--- config.mk ---
export PLATFORM = sky130hd
export DESIGN_NAME = mpr_top
export DESIGN_NICKNAME = d
export VERILOG_FILES = /design/src/core/mpr_region_match.v /design/src/core/mpr_top.v
export VERILOG_INCLUDE_DIRS = /design/src /design/src/core
export SDC_FILE = /design/constraint.sdc
export NUM_CORES = 1
export LEC_CHECK = 0
export ABC_AREA = 0
export BUFFER_PORTS_ARGS = -buffer_cell sky130_fd_sc_hd__buf_2
export CORE_ASPECT_RATIO = 2
export CORE_MARGIN = 4
export CORE_UTILIZATION = 63
export DETAILED_ROUTE_END_ITERATION = 8
export GPL_TIMING_DRIVEN = 0
export PLACE_DENSITY = 0.81
export SYNTH_ARGS = -nofsm -noshare
export SYNTH_HDL_FRONTEND = slang
export SYNTH_SLANG_ARGS = --single-unit
--- constraint.sdc ---
create_clock -name clk -period 7.6 [get_ports clk]
set_input_delay 0.38 -clock clk [delete_from_list [all_inputs] [get_ports clk]]
set_output_delay 0.38 -clock clk [all_outputs]
set_load 0.02 [all_outputs]
--- src/core/mpr_regs.vh ---
`ifndef MPR_REGS_VH
`define MPR_REGS_VH

// block base on the private peripheral bus
`define MPR_BASE 32'hE000_ED90
// one past the last alias word
`define MPR_SPAN 32'h0000_002C

// word offsets from the block base
`define MPR_OFF_CAP 8'h00
`define MPR_OFF_CTRL 8'h04
`define MPR_OFF_RSEL 8'h08
`define MPR_OFF_RBASE 8'h0C
`define MPR_OFF_RATTR 8'h10

// capability register
`define MPR_CAP_RESET 32'h0000_0800

// base register fields
`define MPR_BASE_VALID_BIT 4
`define MPR_BASE_REGION_MSB 3
`define MPR_BASE_ADDR_LSB 5

// attribute/size register fields
`define MPR_ATTR_WMASK 32'h173F_FF3F
`define MPR_ATTR_RESET 32'h0000_0000
`define MPR_ATTR_EN_BIT 0
`define MPR_ATTR_SIZE_MSB 5
`define MPR_ATTR_SIZE_LSB 1
`define MPR_ATTR_SUBDIS_MSB 15
`define MPR_ATTR_SUBDIS_LSB 8

// region-select reset
`define MPR_RSEL_RESET 8'h00

// access size codes on the bus
`define MPR_SZ_BYTE 2'h0
`define MPR_SZ_HALF 2'h1
`define MPR_SZ_WORD 2'h2

// smallest log2 size that carries subregions (256 bytes)
`define MPR_SUB_MIN_LOG2 6'h08
// log2 size from which a region covers the whole map
`define MPR_WHOLE_LOG2 6'h20

`endif

--- src/core/mpr_region_match.v ---
`timescale 1ns/1ps
`include "mpr_regs.vh"

module mpr_region_match (
    input wire [26:0] base,
    input wire [31:0] attr,
    input wire [31:0] addr,
    output wire hit
);

    wire [5:0] log2_size;
    wire whole_map;
    wire [31:0] hi_mask;
    wire in_range;
    wire [5:0] sub_shift;
    wire [31:0] shifted;
    wire [2:0] sub_idx;
    wire has_sub;
    wire [7:0] subdis;

    assign log2_size = {1'b0, attr[`MPR_ATTR_SIZE_MSB:`MPR_ATTR_SIZE_LSB]} + 6'h01;
    assign whole_map = (log2_size >= `MPR_WHOLE_LOG2);
    assign hi_mask = 32'hFFFF_FFFF << log2_size;
    assign in_range = whole_map | (((addr ^ {base, 5'h00}) & hi_mask) == 32'h0000_0000);

    assign sub_shift = log2_size - 6'h03;
    assign shifted = addr >> sub_shift;
    assign sub_idx = shifted[2:0];
    assign has_sub = (log2_size >= `MPR_SUB_MIN_LOG2);
    assign subdis = attr[`MPR_ATTR_SUBDIS_MSB:`MPR_ATTR_SUBDIS_LSB];

    assign hit = attr[`MPR_ATTR_EN_BIT] & in_range & ~(has_sub & subdis[sub_idx]);

endmodule // mpr_region_match

--- src/core/mpr_top.v ---
`timescale 1ns/1ps
`include "mpr_regs.vh"

// Behaviour
// - aliases let one burst program four regions
// - select and base at fixed addresses
// - word only, except attribute byte/halfword
// - consecutive writes each act individually
// - valid base write also loads select
// - large regions split into eight subregions
// - subregion bit zero is lowest address
// - disabled subregion falls to other regions
// - register accesses complete in program order
// - new settings apply at next access
// - dma transfers bypass region checks
// - capability register reads 0x0000_0800
// - instruction region count reads zero
// - data region count is eight
// - unified map flag reads zero
module mpr_top #(
    parameter NUM_REGIONS = 8
) (
    input wire clk,
    input wire resetn,
    input wire ppb_sel,
    input wire ppb_write,
    input wire [31:0] ppb_addr,
    input wire [1:0] ppb_size,
    input wire [31:0] ppb_wdata,
    output reg [31:0] ppb_rdata,
    output reg ppb_ready,
    output reg ppb_err,
    input wire chk_valid,
    input wire [31:0] chk_addr,
    input wire chk_is_dma,
    output reg chk_done,
    output reg chk_hit,
    output reg chk_fault,
    output reg [2:0] chk_region,
    output reg [15:0] chk_attr
);

    ////////////////////////////////////////////////////////////////////////
    // state

    reg [7:0] rsel_q;
    reg [26:0] base_q [0:NUM_REGIONS-1];
    reg [31:0] attr_q [0:NUM_REGIONS-1];
    integer i;

    ////////////////////////////////////////////////////////////////////////
    // address decode

    wire [31:0] off_full;
    wire in_block;
    wire [7:0] off;
    wire [7:0] word_off;
    wire is_cap;
    wire is_ctrl;
    wire is_rsel;
    wire is_base;
    wire is_attr;
    wire word_ok;
    wire attr_ok;
    wire acc_ok;
    wire [2:0] cur;

    assign off_full = ppb_addr - `MPR_BASE;
    assign in_block = (off_full < `MPR_SPAN);
    assign off = off_full[7:0];
    assign word_off = {off[7:2], 2'b00};
    assign is_cap = in_block & (word_off == `MPR_OFF_CAP);
    assign is_ctrl = in_block & (word_off == `MPR_OFF_CTRL);
    assign is_rsel = in_block & (word_off == `MPR_OFF_RSEL);
    assign is_base = in_block & (word_off >= `MPR_OFF_RBASE) & word_off[2];
    assign is_attr = in_block & (word_off >= `MPR_OFF_RATTR) & ~word_off[2];

    assign word_ok = (ppb_size == `MPR_SZ_WORD) & (off[1:0] == 2'b00);
    assign attr_ok = word_ok | (ppb_size == `MPR_SZ_BYTE) |
                     ((ppb_size == `MPR_SZ_HALF) & ~off[0]);
    assign acc_ok = in_block & (is_attr ? attr_ok : word_ok);
    assign cur = rsel_q[2:0];

    ////////////////////////////////////////////////////////////////////////
    // byte lanes for attribute writes

    reg [3:0] be;
    reg [31:0] lane_mask;

    always @* begin
        case (ppb_size)
            `MPR_SZ_WORD: be = 4'hF;
            `MPR_SZ_HALF: be = off[1] ? 4'hC : 4'h3;
            default: be = 4'h1 << off[1:0];
        endcase
        lane_mask = {{8{be[3]}}, {8{be[2]}}, {8{be[1]}}, {8{be[0]}}};
    end

    ////////////////////////////////////////////////////////////////////////
    // register writes

    wire do_wr;
    wire base_valid;
    wire [2:0] base_tgt;
    wire [31:0] attr_new;

    assign do_wr = ppb_sel & ppb_write & acc_ok;
    assign base_valid = ppb_wdata[`MPR_BASE_VALID_BIT];
    assign base_tgt = base_valid ? ppb_wdata[2:0] : cur;
    assign attr_new = ((attr_q[cur] & ~lane_mask) | (ppb_wdata & lane_mask)) &
                      `MPR_ATTR_WMASK;

    // one access per cycle, in order
    // each burst beat stored as single write
    always @(posedge clk) begin
        if (!resetn) begin
            rsel_q <= `MPR_RSEL_RESET;
            for (i = 0; i < NUM_REGIONS; i = i + 1) begin
                base_q[i] <= 27'h000_0000;
                attr_q[i] <= `MPR_ATTR_RESET;
            end
        end else if (do_wr) begin
            if (is_rsel) begin
                rsel_q <= ppb_wdata[7:0];
            end
            if (is_base) begin
                if (base_valid) begin
                    rsel_q <= {4'h0, ppb_wdata[`MPR_BASE_REGION_MSB:0]};
                end
                base_q[base_tgt] <= ppb_wdata[31:`MPR_BASE_ADDR_LSB];
            end
            if (is_attr) begin
                attr_q[cur] <= attr_new;
            end
        end
    end

    ////////////////////////////////////////////////////////////////////////
    // register reads and bus answer

    reg [31:0] rd_d;

    always @* begin
        rd_d = 32'h0000_0000;
        if (is_cap) begin
            rd_d = `MPR_CAP_RESET;
        end else if (is_rsel) begin
            rd_d = {24'h00_0000, rsel_q};
        end else if (is_base) begin
            rd_d = {base_q[cur], 1'b0, rsel_q[`MPR_BASE_REGION_MSB:0]};
        end else if (is_attr) begin
            rd_d = attr_q[cur];
        end else if (is_ctrl) begin
            rd_d = 32'h0000_0000;
        end
    end

    always @(posedge clk) begin
        if (!resetn) begin
            ppb_rdata <= 32'h0000_0000;
            ppb_ready <= 1'b0;
            ppb_err <= 1'b0;
        end else begin
            ppb_ready <= ppb_sel;
            ppb_err <= ppb_sel & ~acc_ok;
            if (ppb_sel & ~ppb_write & acc_ok) begin
                ppb_rdata <= rd_d;
            end else begin
                ppb_rdata <= 32'h0000_0000;
            end
        end
    end

    ////////////////////////////////////////////////////////////////////////
    // region matching

    wire [NUM_REGIONS-1:0] hit;

    genvar g;
    generate
        for (g = 0; g < NUM_REGIONS; g = g + 1) begin : g_reg
            mpr_region_match u_match (
                .base(base_q[g]),
                .attr(attr_q[g]),
                .addr(chk_addr),
                .hit(hit[g])
            );
        end
    endgenerate

    // highest numbered enabled hit wins
    reg [2:0] win_idx;
    reg win_any;
    integer k;

    always @* begin
        win_idx = 3'h0;
        win_any = 1'b0;
        for (k = 0; k < NUM_REGIONS; k = k + 1) begin
            if (hit[k]) begin
                win_idx = k[2:0];
                win_any = 1'b1;
            end
        end
    end

    wire [31:0] win_attr;

    assign win_attr = attr_q[win_idx];

    // checks always use the live settings
    always @(posedge clk) begin
        if (!resetn) begin
            chk_done <= 1'b0;
            chk_hit <= 1'b0;
            chk_fault <= 1'b0;
            chk_region <= 3'h0;
            chk_attr <= 16'h0000;
        end else begin
            chk_done <= chk_valid;
            if (chk_valid & chk_is_dma) begin
                chk_hit <= 1'b0;
                chk_fault <= 1'b0;
                chk_region <= 3'h0;
                chk_attr <= 16'h0000;
            end else if (chk_valid) begin
                chk_hit <= win_any;
                chk_fault <= ~win_any;
                chk_region <= win_idx;
                chk_attr <= win_any ? win_attr[31:16] : 16'h0000;
            end else begin
                chk_hit <= 1'b0;
                chk_fault <= 1'b0;
                chk_region <= 3'h0;
                chk_attr <= 16'h0000;
            end
        end
    end

endmodule // mpr_top

==> impl_metrics.json, run 1 <==
{
  "port_buffers": 151,
  "grt_pass1_wl_mm": 271,
  "start_util_pct": 63.5,
  "stop_error": "[ERROR GRT-0116] Global routing finished with congestion. Check the congestion regions in the DRC Viewer.",
  "grtUsageTotal_pct": 64.0,
  "cts_max_path_buffers": 3,
  "seq_area_frac_synth_pct": 37.8,
  "gr-total-overflow": 1,
  "syn_avg_cell_area_um2": 10.6,
  "ios": 160,
  "grt_pass1_vias": 35182,
  "yosys_warnings": 0,
  "grt_max_degree": 28,
  "die_w_um": 176,
  "ys_ff_latch": 469,
  "syn-cell-area_um2": 35700,
  "post_cts_buffers": 0,
  "synth_edf_count": 408,
  "ys.flop_type": "edfxtp_1",
  "synth.distinct_cells": 104,
  "numClockSinks": 469,
  "stop_stage": "global routing",
  "async_flop_share_pct": 0,
  "dp_cells": 4280,
  "die_height_um": 345,
  "status": "aborted with a tool error",
  "cts-buffers-inserted": 41,
  "rows": 123,
  "clk_root_buffer_cell": "clkbuf_16",
  "h-tree-depth": 2,
  "hpwl_mm": 135,
  "synth_cells": 3364,
  "gp_congestion": 1.24
}
==> logic make-up after synthesis <==
logic type                 share of synthesized area, %
adders and majority gates                          1.99
and+or+nand+nor                                    15.3
DFF                                                37.8
buffers and inverters                              4.18
xor gates and xnor gates                           6.99
muxes                                              20.9
other                                            0.0105
AOI/OAI and AO/OA                                  12.9
==> per-stage QoR <==
stage	instance area, um^2	worst slack, ns	TNS [ns]	hold slack, ns
after detailed placement	37700	-0.395	-2.75	0.461
after floorplan	35700	2.19	0	0.432
after CTS	39100	0.0392	0	0.0201
after global placement	37400	-0.912	-22.71	0.448
==> synth_stat cells, drive strengths merged (62+ instances only) <==
library cell | number | share of area (%)
a21oi | 130 | 1.8
and2 | 238 | 4.2
buf | 110 | 1.5
clkbuf | 176 | 1.9
edfxtp | 408 | 34
inv | 76 | 0.80
mux2i | 145 | 4.1
mux4 | 248 | 16
nand2 | 197 | 2.1
nand3 | 89 | 1.3
nor2 | 356 | 3.8
o21ai | 141 | 2.0
o22ai | 62 | 1.1
xnor2 | 138 | 3.4
xor2 | 142 | 3.5
==> timing repair <==
action	CTS
hold buffers	1
endpoints found under the setup margin	9
hold endpoints to repair	1
gates resized for setup	3
==> routing by layer <==
layer / track usage [%] / GRT overflow
met4: 66.0 / 0
met3: 39.9 / 0
met1: 63.9 / 0
met5: 6.62 / 0
met2: 86.4 / 1
==> inputs of run 2 (changes only) <==
- CORE_ASPECT_RATIO: 2 -> default
- CORE_UTILIZATION: 63 -> 40
- PLACE_DENSITY: 0.81 -> default
- PLACE_DENSITY_LB_ADDON: default -> 0.15
==> run 2 against run 1 <==
Effect of this change:
- the flow now finishes, with violations (capacitance limit, slew limit)
- synthesized area is the same
- synthesized cell count is the same
==> impl_metrics.json, run 2 <==
{
  "status": "complete, but fails checks",
  "violations": "capacitance limit, slew limit",
  "die-area_um2": 94100,
  "p_switching_mw": 2.65,
  "critPathMaxStageDelay_ns": 0.99,
  "crit_type": "register to register",
  "ant_nets": 0,
  "rows": 109,
  "ys_ff_latch": 469,
  "nets": 3747,
  "drtIter0Drc": 5017,
  "clk_latency_ns": 0.66,
  "synth_top_area_share_pct": 34.3,
  "min_from": "ppb_addr[3]",
  "die_w_um": 307,
  "r2r_start": "attr_q[6][1]",
  "wl_mm": 179,
  "start_util_pct": 40.3,
  "grt_pass1_wl_mm": 243,
  "synth_edf_count": 408,
  "finalSetupViolCount": 0,
  "port_buffers": 151,
  "slew_headroom_pct": -2.59,
  "hpwl_mm": 138,
  "p_clk_share_pct": 33.2,
  "p_int_mw": 5.08,
  "drv_slew": 22,
  "grtUsageTotal_pct": 36.9,
  "h-tree-depth": 2,
  "ys.flop_type": "edfxtp_1",
  "syn-cell-area_um2": 35700,
  "min_path_type": "primary input to register",
  "largestRegisters": "base_q (216), attr_q (192), ppb_rdata (32)",
  "worst_ep_required_time_ns": 8.12,
  "via_count": 32078,
  "path_clk_slew_ns": 0.06,
  "start_kind": "register",
  "core_um2": 88500,
  "seq_area_frac_synth_pct": 37.8,
  "leakagePower_nw": 14.0,
  "swShare_pct": 34.2,
  "drc": 0,
  "syn2layout_area_growth_pct": 12.4,
  "async_flop_share_pct": 0,
  "layout_commonest_cell": "edfxtp_1",
  "largest_register_ffs": 216,
  "yosys_warnings": 0,
  "yosys.area.top_type": "edfxtp_1",
  "avgViaCountPerCell": 6.68,
  "clock.fmax_mhz": 135,
  "dp_cells": 4696,
  "max-cap-violations": 2,
  "crit_start": "attr_q[6][1]",
  "arrival_ns": 7.94,
  "yosys-top-cells-count": "edfxtp_1, nor2_1, mux4_2",
  "drive_gt1_share_pct": 18.2,
  "post_cts_buffers": 0,
  "grt_max_degree": 25,
  "numClockSinks": 469,
  "crit_path_end_kind": "register",
  "synth.distinct_cells": 104,
  "power.density_nw_per_um2": 193,
  "synth_cells": 3364,
  "synth_area_leaders": "edfxtp_1, mux4_2, and2_1",
  "cts_tree": "yes",
  "fill_cells": 8400,
  "antenna_found_initial": 13,
  "p_comb_share_pct": 27.4,
  "drtPass1Iterations": 6,
  "final_cells": 4800,
  "largest_register": "base_q",
  "slowest_stage": "o41ai_2",
  "finClkSkew_ns": 0.0583,
  "whs_ns": 0.0943,
  "max_slew.worst_pin.slew_ns": 1.54,
  "grt_pass1_vias": 29988,
  "gp_congestion": 1.06,
  "cts_max_path_buffers": 3,
  "gr-total-overflow": 0,
  "die_height_um": 307,
  "setup_tns_ns": 0,
  "period_needed_ns": 7.42,
  "syn_avg_cell_area_um2": 10.6,
  "path_cells": "buf_2 > clkbuf_1 > buf_2 > inv_1 > ha_1 > buf_4 > nand2b_1 > a32oi_1 > nand2_1 > mux2_2 > nor2_1 > o41ai_2 > mux2i_1 > mux2_2 > o211ai_1 > nand2_1 > nor2_1 > a31o_1 > a211oi_2",
  "hold_viol_final": 0,
  "wl_per_cell_um": 37.2,
  "rsz0062_at_grt": "no",
  "vdd_drop_max_mv": 0.174,
  "seq_power_share_pct": 39.5,
  "ios": 160,
  "clk_root_buffer_cell": "clkbuf_16",
  "finalCritPeriodShare_pct": 97.6,
  "layout_common_cells": "edfxtp_1, nor2_1, mux4_2",
  "cts-buffers-inserted": 52,
  "cp_max_fo": 10,
  "yosysMostFrequentCell": "edfxtp_1"
}
-- run 2: cell counts after synthesis --
Identical to the previous run, type by type.
-- run 2: power groups by stage --
stage / Clock (mW) / Sequential (mW) / Combinational (mW)
after global placement: 0 / 3.10 / 2.00
after floorplan: 0 / 3.02 / 1.26
final: 2.56 / 3.05 / 2.11
after CTS: 2.57 / 3.04 / 2.03
after detailed placement: 0 / 3.09 / 2.02
after global routing: 2.67 / 3.05 / 2.18
-- run 2: path summary, 6_finish.rpt --
check,to,slack (ns),depth (start not counted)
max reg2reg,chk_attr[10],0.18,19
min,ppb_rdata[11],0.09,3
max,chk_attr[10],0.18,19
min reg2reg,rsel_q[5],0.46,2
-- run 2: critical path: cells and delay by family (launching register included) --
family | cells | cell delay (ns)
adders and majority gates | 1 | 0.31
AOI/OAI and AO/OA | 5 | 2.57
muxes | 3 | 0.87
and+or+nand+nor | 5 | 1.50
DFF | 1 | 0.53
buffers and inverters | 5 | 1.54
-- run 2: final cells by class --
cell class	count	area (um^2)	area share (%)
Multi-Input combinational cell	2536	20900	52.1
Clock inverter	19	180	0.449
Clock buffer	76	1530	3.80
Timing Repair Buffer	168	1070	2.68
Antenna cell	3	7.51	0.0187
Inverter	78	293	0.730
Sequential cell	469	13500	33.6
Tap cell	1165	1460	3.64
Buffer	286	1200	3.00
-- run 2: per-layer routing --
layer	part of all wire, %	GRT usage (%)
met5	0.035	0
met4	7.3	21.7
met3	11	8.66
met2	42	53.6
met1	40	50.4
-- run 2: cells by family (layout without fill, tap and decap cells) --
logic type | count (synthesis) | in the layout | share of synthesized area (%)
AND/OR/NAND/NOR | 1098 | 1098 | 15.3
AO/OA/AOI/OAI | 664 | 664 | 12.9
flip-flops | 469 | 469 | 37.8
multiplexers | 430 | 430 | 20.9
buffers and inverters | 364 | 627 | 4.18
XOR/XNOR | 280 | 280 | 6.99
adder cells (fa/ha/maj) | 58 | 58 | 1.99
other | 1 | 9 | 0.0105
-- run 2: stage by stage --
| stage | setup slack [ns] | cell area (um^2) | utilization, % | power, mW |
|---|---|---|---|---|
| after detailed placement | -0.268 | 38300 | 43.2 | 5.11 |
| after CTS | 0.0944 | 40000 | 45.2 | 7.64 |
| after floorplan | 2.19 | 35700 | - | 4.27 |
| after global routing | 0.0235 | 40100 | 45.3 | 7.90 |
| final | 0.182 | 40100 | 45.3 | 7.73 |
| after global placement | -0.894 | 37900 | 42.8 | 5.10 |
-- run 2: timing repair --
| item | in CTS | in global routing |
|---|---|---|
| hold buffers | 4 | 0 |
| setup endpoints to repair | 10 | 10 |
| resized for setup | 3 | 4 |
| endpoints found under the hold margin | 4 | 0 |
| gates cloned | 0 | 0 |
| pin swaps | 0 | 0 |
(Power assumes the default switching activity.)
==> inputs of run 3 (changes only) <==
- REMOVE_ABC_BUFFERS: default -> 1
==> run 3 against run 2 <==
Effect of this change:
- global-route usage fell by 5.1 points
- the run still ends with capacitance limit, slew limit left
- register-to-register slack improved by 0.16 ns
- clock power rose by 2%
- largest power group unchanged
- design area fell by 1.3%
- sequential power barely moved
- fmax rose by 2.2%
- largest cell class unchanged
- first-iteration DRC count fell by 16%
==> impl_metrics.json, run 3 (synthesized netlist as in run 2, its figures left out) <==
{
  "die_height_um": 307,
  "layout_commonest_cell": "edfxtp_1",
  "grtUsageTotal_pct": 31.8,
  "drive_gt1_share_pct": 19.6,
  "clk_latency_ns": 0.65,
  "finClkSkew_ns": 0.0392,
  "finalCritPeriodShare_pct": 95.5,
  "hpwl_mm": 108,
  "grt_pass1_vias": 29331,
  "whs_ns": 0.0505,
  "core_um2": 88500,
  "period_needed_ns": 7.26,
  "clock.fmax_mhz": 138,
  "cts_tree": "yes",
  "start_util_pct": 40.3,
  "largestRegisters": "base_q (216), attr_q (192), ppb_rdata (32)",
  "p_switching_mw": 2.49,
  "crit_type": "register to register",
  "cts_max_path_buffers": 3,
  "rsz0062_at_grt": "no",
  "cp_max_fo": 28,
  "drv_slew": 9,
  "min_path_type": "primary input to register",
  "drtIter0Drc": 4216,
  "worst_ep_required_time_ns": 8.06,
  "wl_mm": 153,
  "rows": 109,
  "p_int_mw": 5.09,
  "leakagePower_nw": 13.7,
  "seq_power_share_pct": 39.9,
  "die_w_um": 307,
  "clk_root_buffer_cell": "clkbuf_16",
  "vdd_drop_max_mv": 0.184,
  "path_clk_slew_ns": 0.06,
  "finalSetupViolCount": 0,
  "via_count": 30158,
  "hold_viol_final": 0,
  "p_clk_share_pct": 34.3,
  "crit_path_end_kind": "register",
  "syn2layout_area_growth_pct": 10.9,
  "violations": "capacitance limit, slew limit",
  "drc": 0,
  "status": "complete, but fails checks",
  "max_slew.worst_pin.slew_ns": 1.51,
  "arrival_ns": 7.72,
  "largest_register": "base_q",
  "cts-buffers-inserted": 54,
  "wl_per_cell_um": 33.8,
  "power.density_nw_per_um2": 192,
  "layout_common_cells": "edfxtp_1, nor2_1, mux4_2",
  "p_comb_share_pct": 25.8,
  "gr-total-overflow": 0,
  "ios": 160,
  "ant_nets": 0,
  "start_kind": "register",
  "gp_congestion": 1.01,
  "slew_headroom_pct": -1.46,
  "h-tree-depth": 2,
  "max-cap-violations": 2,
  "grt_max_degree": 54,
  "grt_pass1_wl_mm": 216,
  "largest_register_ffs": 216,
  "drtPass1Iterations": 8,
  "antenna_found_initial": 7,
  "die-area_um2": 94100,
  "avgViaCountPerCell": 6.64,
  "postLayoutCoreUtil_pct": 44.7,
  "swShare_pct": 32.9,
  "numClockSinks": 469,
  "port_buffers": 153,
  "nets": 3487
}
==> run 3: timing repair <==
| item | in CTS | in global routing |
|---|---|---|
| hold endpoints to repair | 2 | 0 |
| pin swaps | 0 | 1 |
| endpoints found under the setup margin | 13 | 13 |
| resized for setup | 11 | 9 |
| buffers inserted | 4 | 4 |
| hold buffers | 2 | 0 |
==> run 3: routing by layer <==
metal  part of all wire (%)  track usage, %  wire length [um]  vias to the layer above
li1                       -               -                 -                    12607
met1                     40            43.5             61100                    15035
met2                     43            48.1             66600                     2165
met3                     11            7.47             17500                      349
met4                    5.4            14.4              8290                        2
met5                 0.0059               0                 9                        -
==> run 3: final timing paths <==
check / cells past startpoint / startpoint / endpoint / slack (ns)
max: 15 / attr_q[7][1] / chk_attr[4] / 0.34
min: 3 / ppb_sel / ppb_ready / 0.05
max reg2reg: 15 / attr_q[7][1] / chk_attr[4] / 0.34
min reg2reg: 2 / rsel_q[4] / ppb_rdata[4] / 0.46
==> run 3: final cells by class <==
| type | instances | area (um^2) |
|---|---|---|
| diodes | 4 | 10.0 |
| fillers | 8234 | 48900 |
| repair buffers | 192 | 1520 |
| clock buffers | 76 | 1480 |
| clock inverters | 24 | 246 |
| flip-flops and latches | 469 | 13500 |
| multi-input cells | 2536 | 21100 |
| well taps | 1165 | 1460 |
| inverters | 78 | 293 |
==> run 3: power groups by stage <==
| stage | Combinational [mW] | Clock (mW) | Sequential [mW] |
|---|---|---|---|
| floorplan | 1.14 | 0 | 3.04 |
| detailed placement | 1.87 | 0 | 3.09 |
| CTS | 1.89 | 2.63 | 3.03 |
| global placement | 1.82 | 0 | 3.09 |
| finish | 1.96 | 2.60 | 3.03 |
| global route | 2.04 | 2.73 | 3.04 |
==> run 3: through the flow <==
stage                     setup TNS, ns  power [mW]  cells  cell area [um^2]  setup slack, ns
final                                 0        7.58   4544             39600            0.339
after global routing                  0        7.81   4540             39600            0.111
after CTS                             0        7.55   4536             39400           0.0412
after detailed placement         -13.76        4.95   4430             37600            -1.51
after global placement          -315.54        4.91   4401             36700            -3.15
after floorplan                       0        4.18   3083             34500            0.442
==> run 3: critical path: stages (launching register included) <==
cell and delay (ns):
edfxtp_1 0.79, inv_1 0.25, ha_2 0.89, a21oi_1 0.13, a211oi_1 0.41, xor2_2 0.67, mux2i_1 0.27, mux2i_1 0.18
o221ai_2 0.60, mux2i_1 0.17, mux2_2 0.31, o221ai_2 0.94, nor3b_2 0.49, nand2_1 0.43, a311oi_1 0.40, a211oi_1 0.12
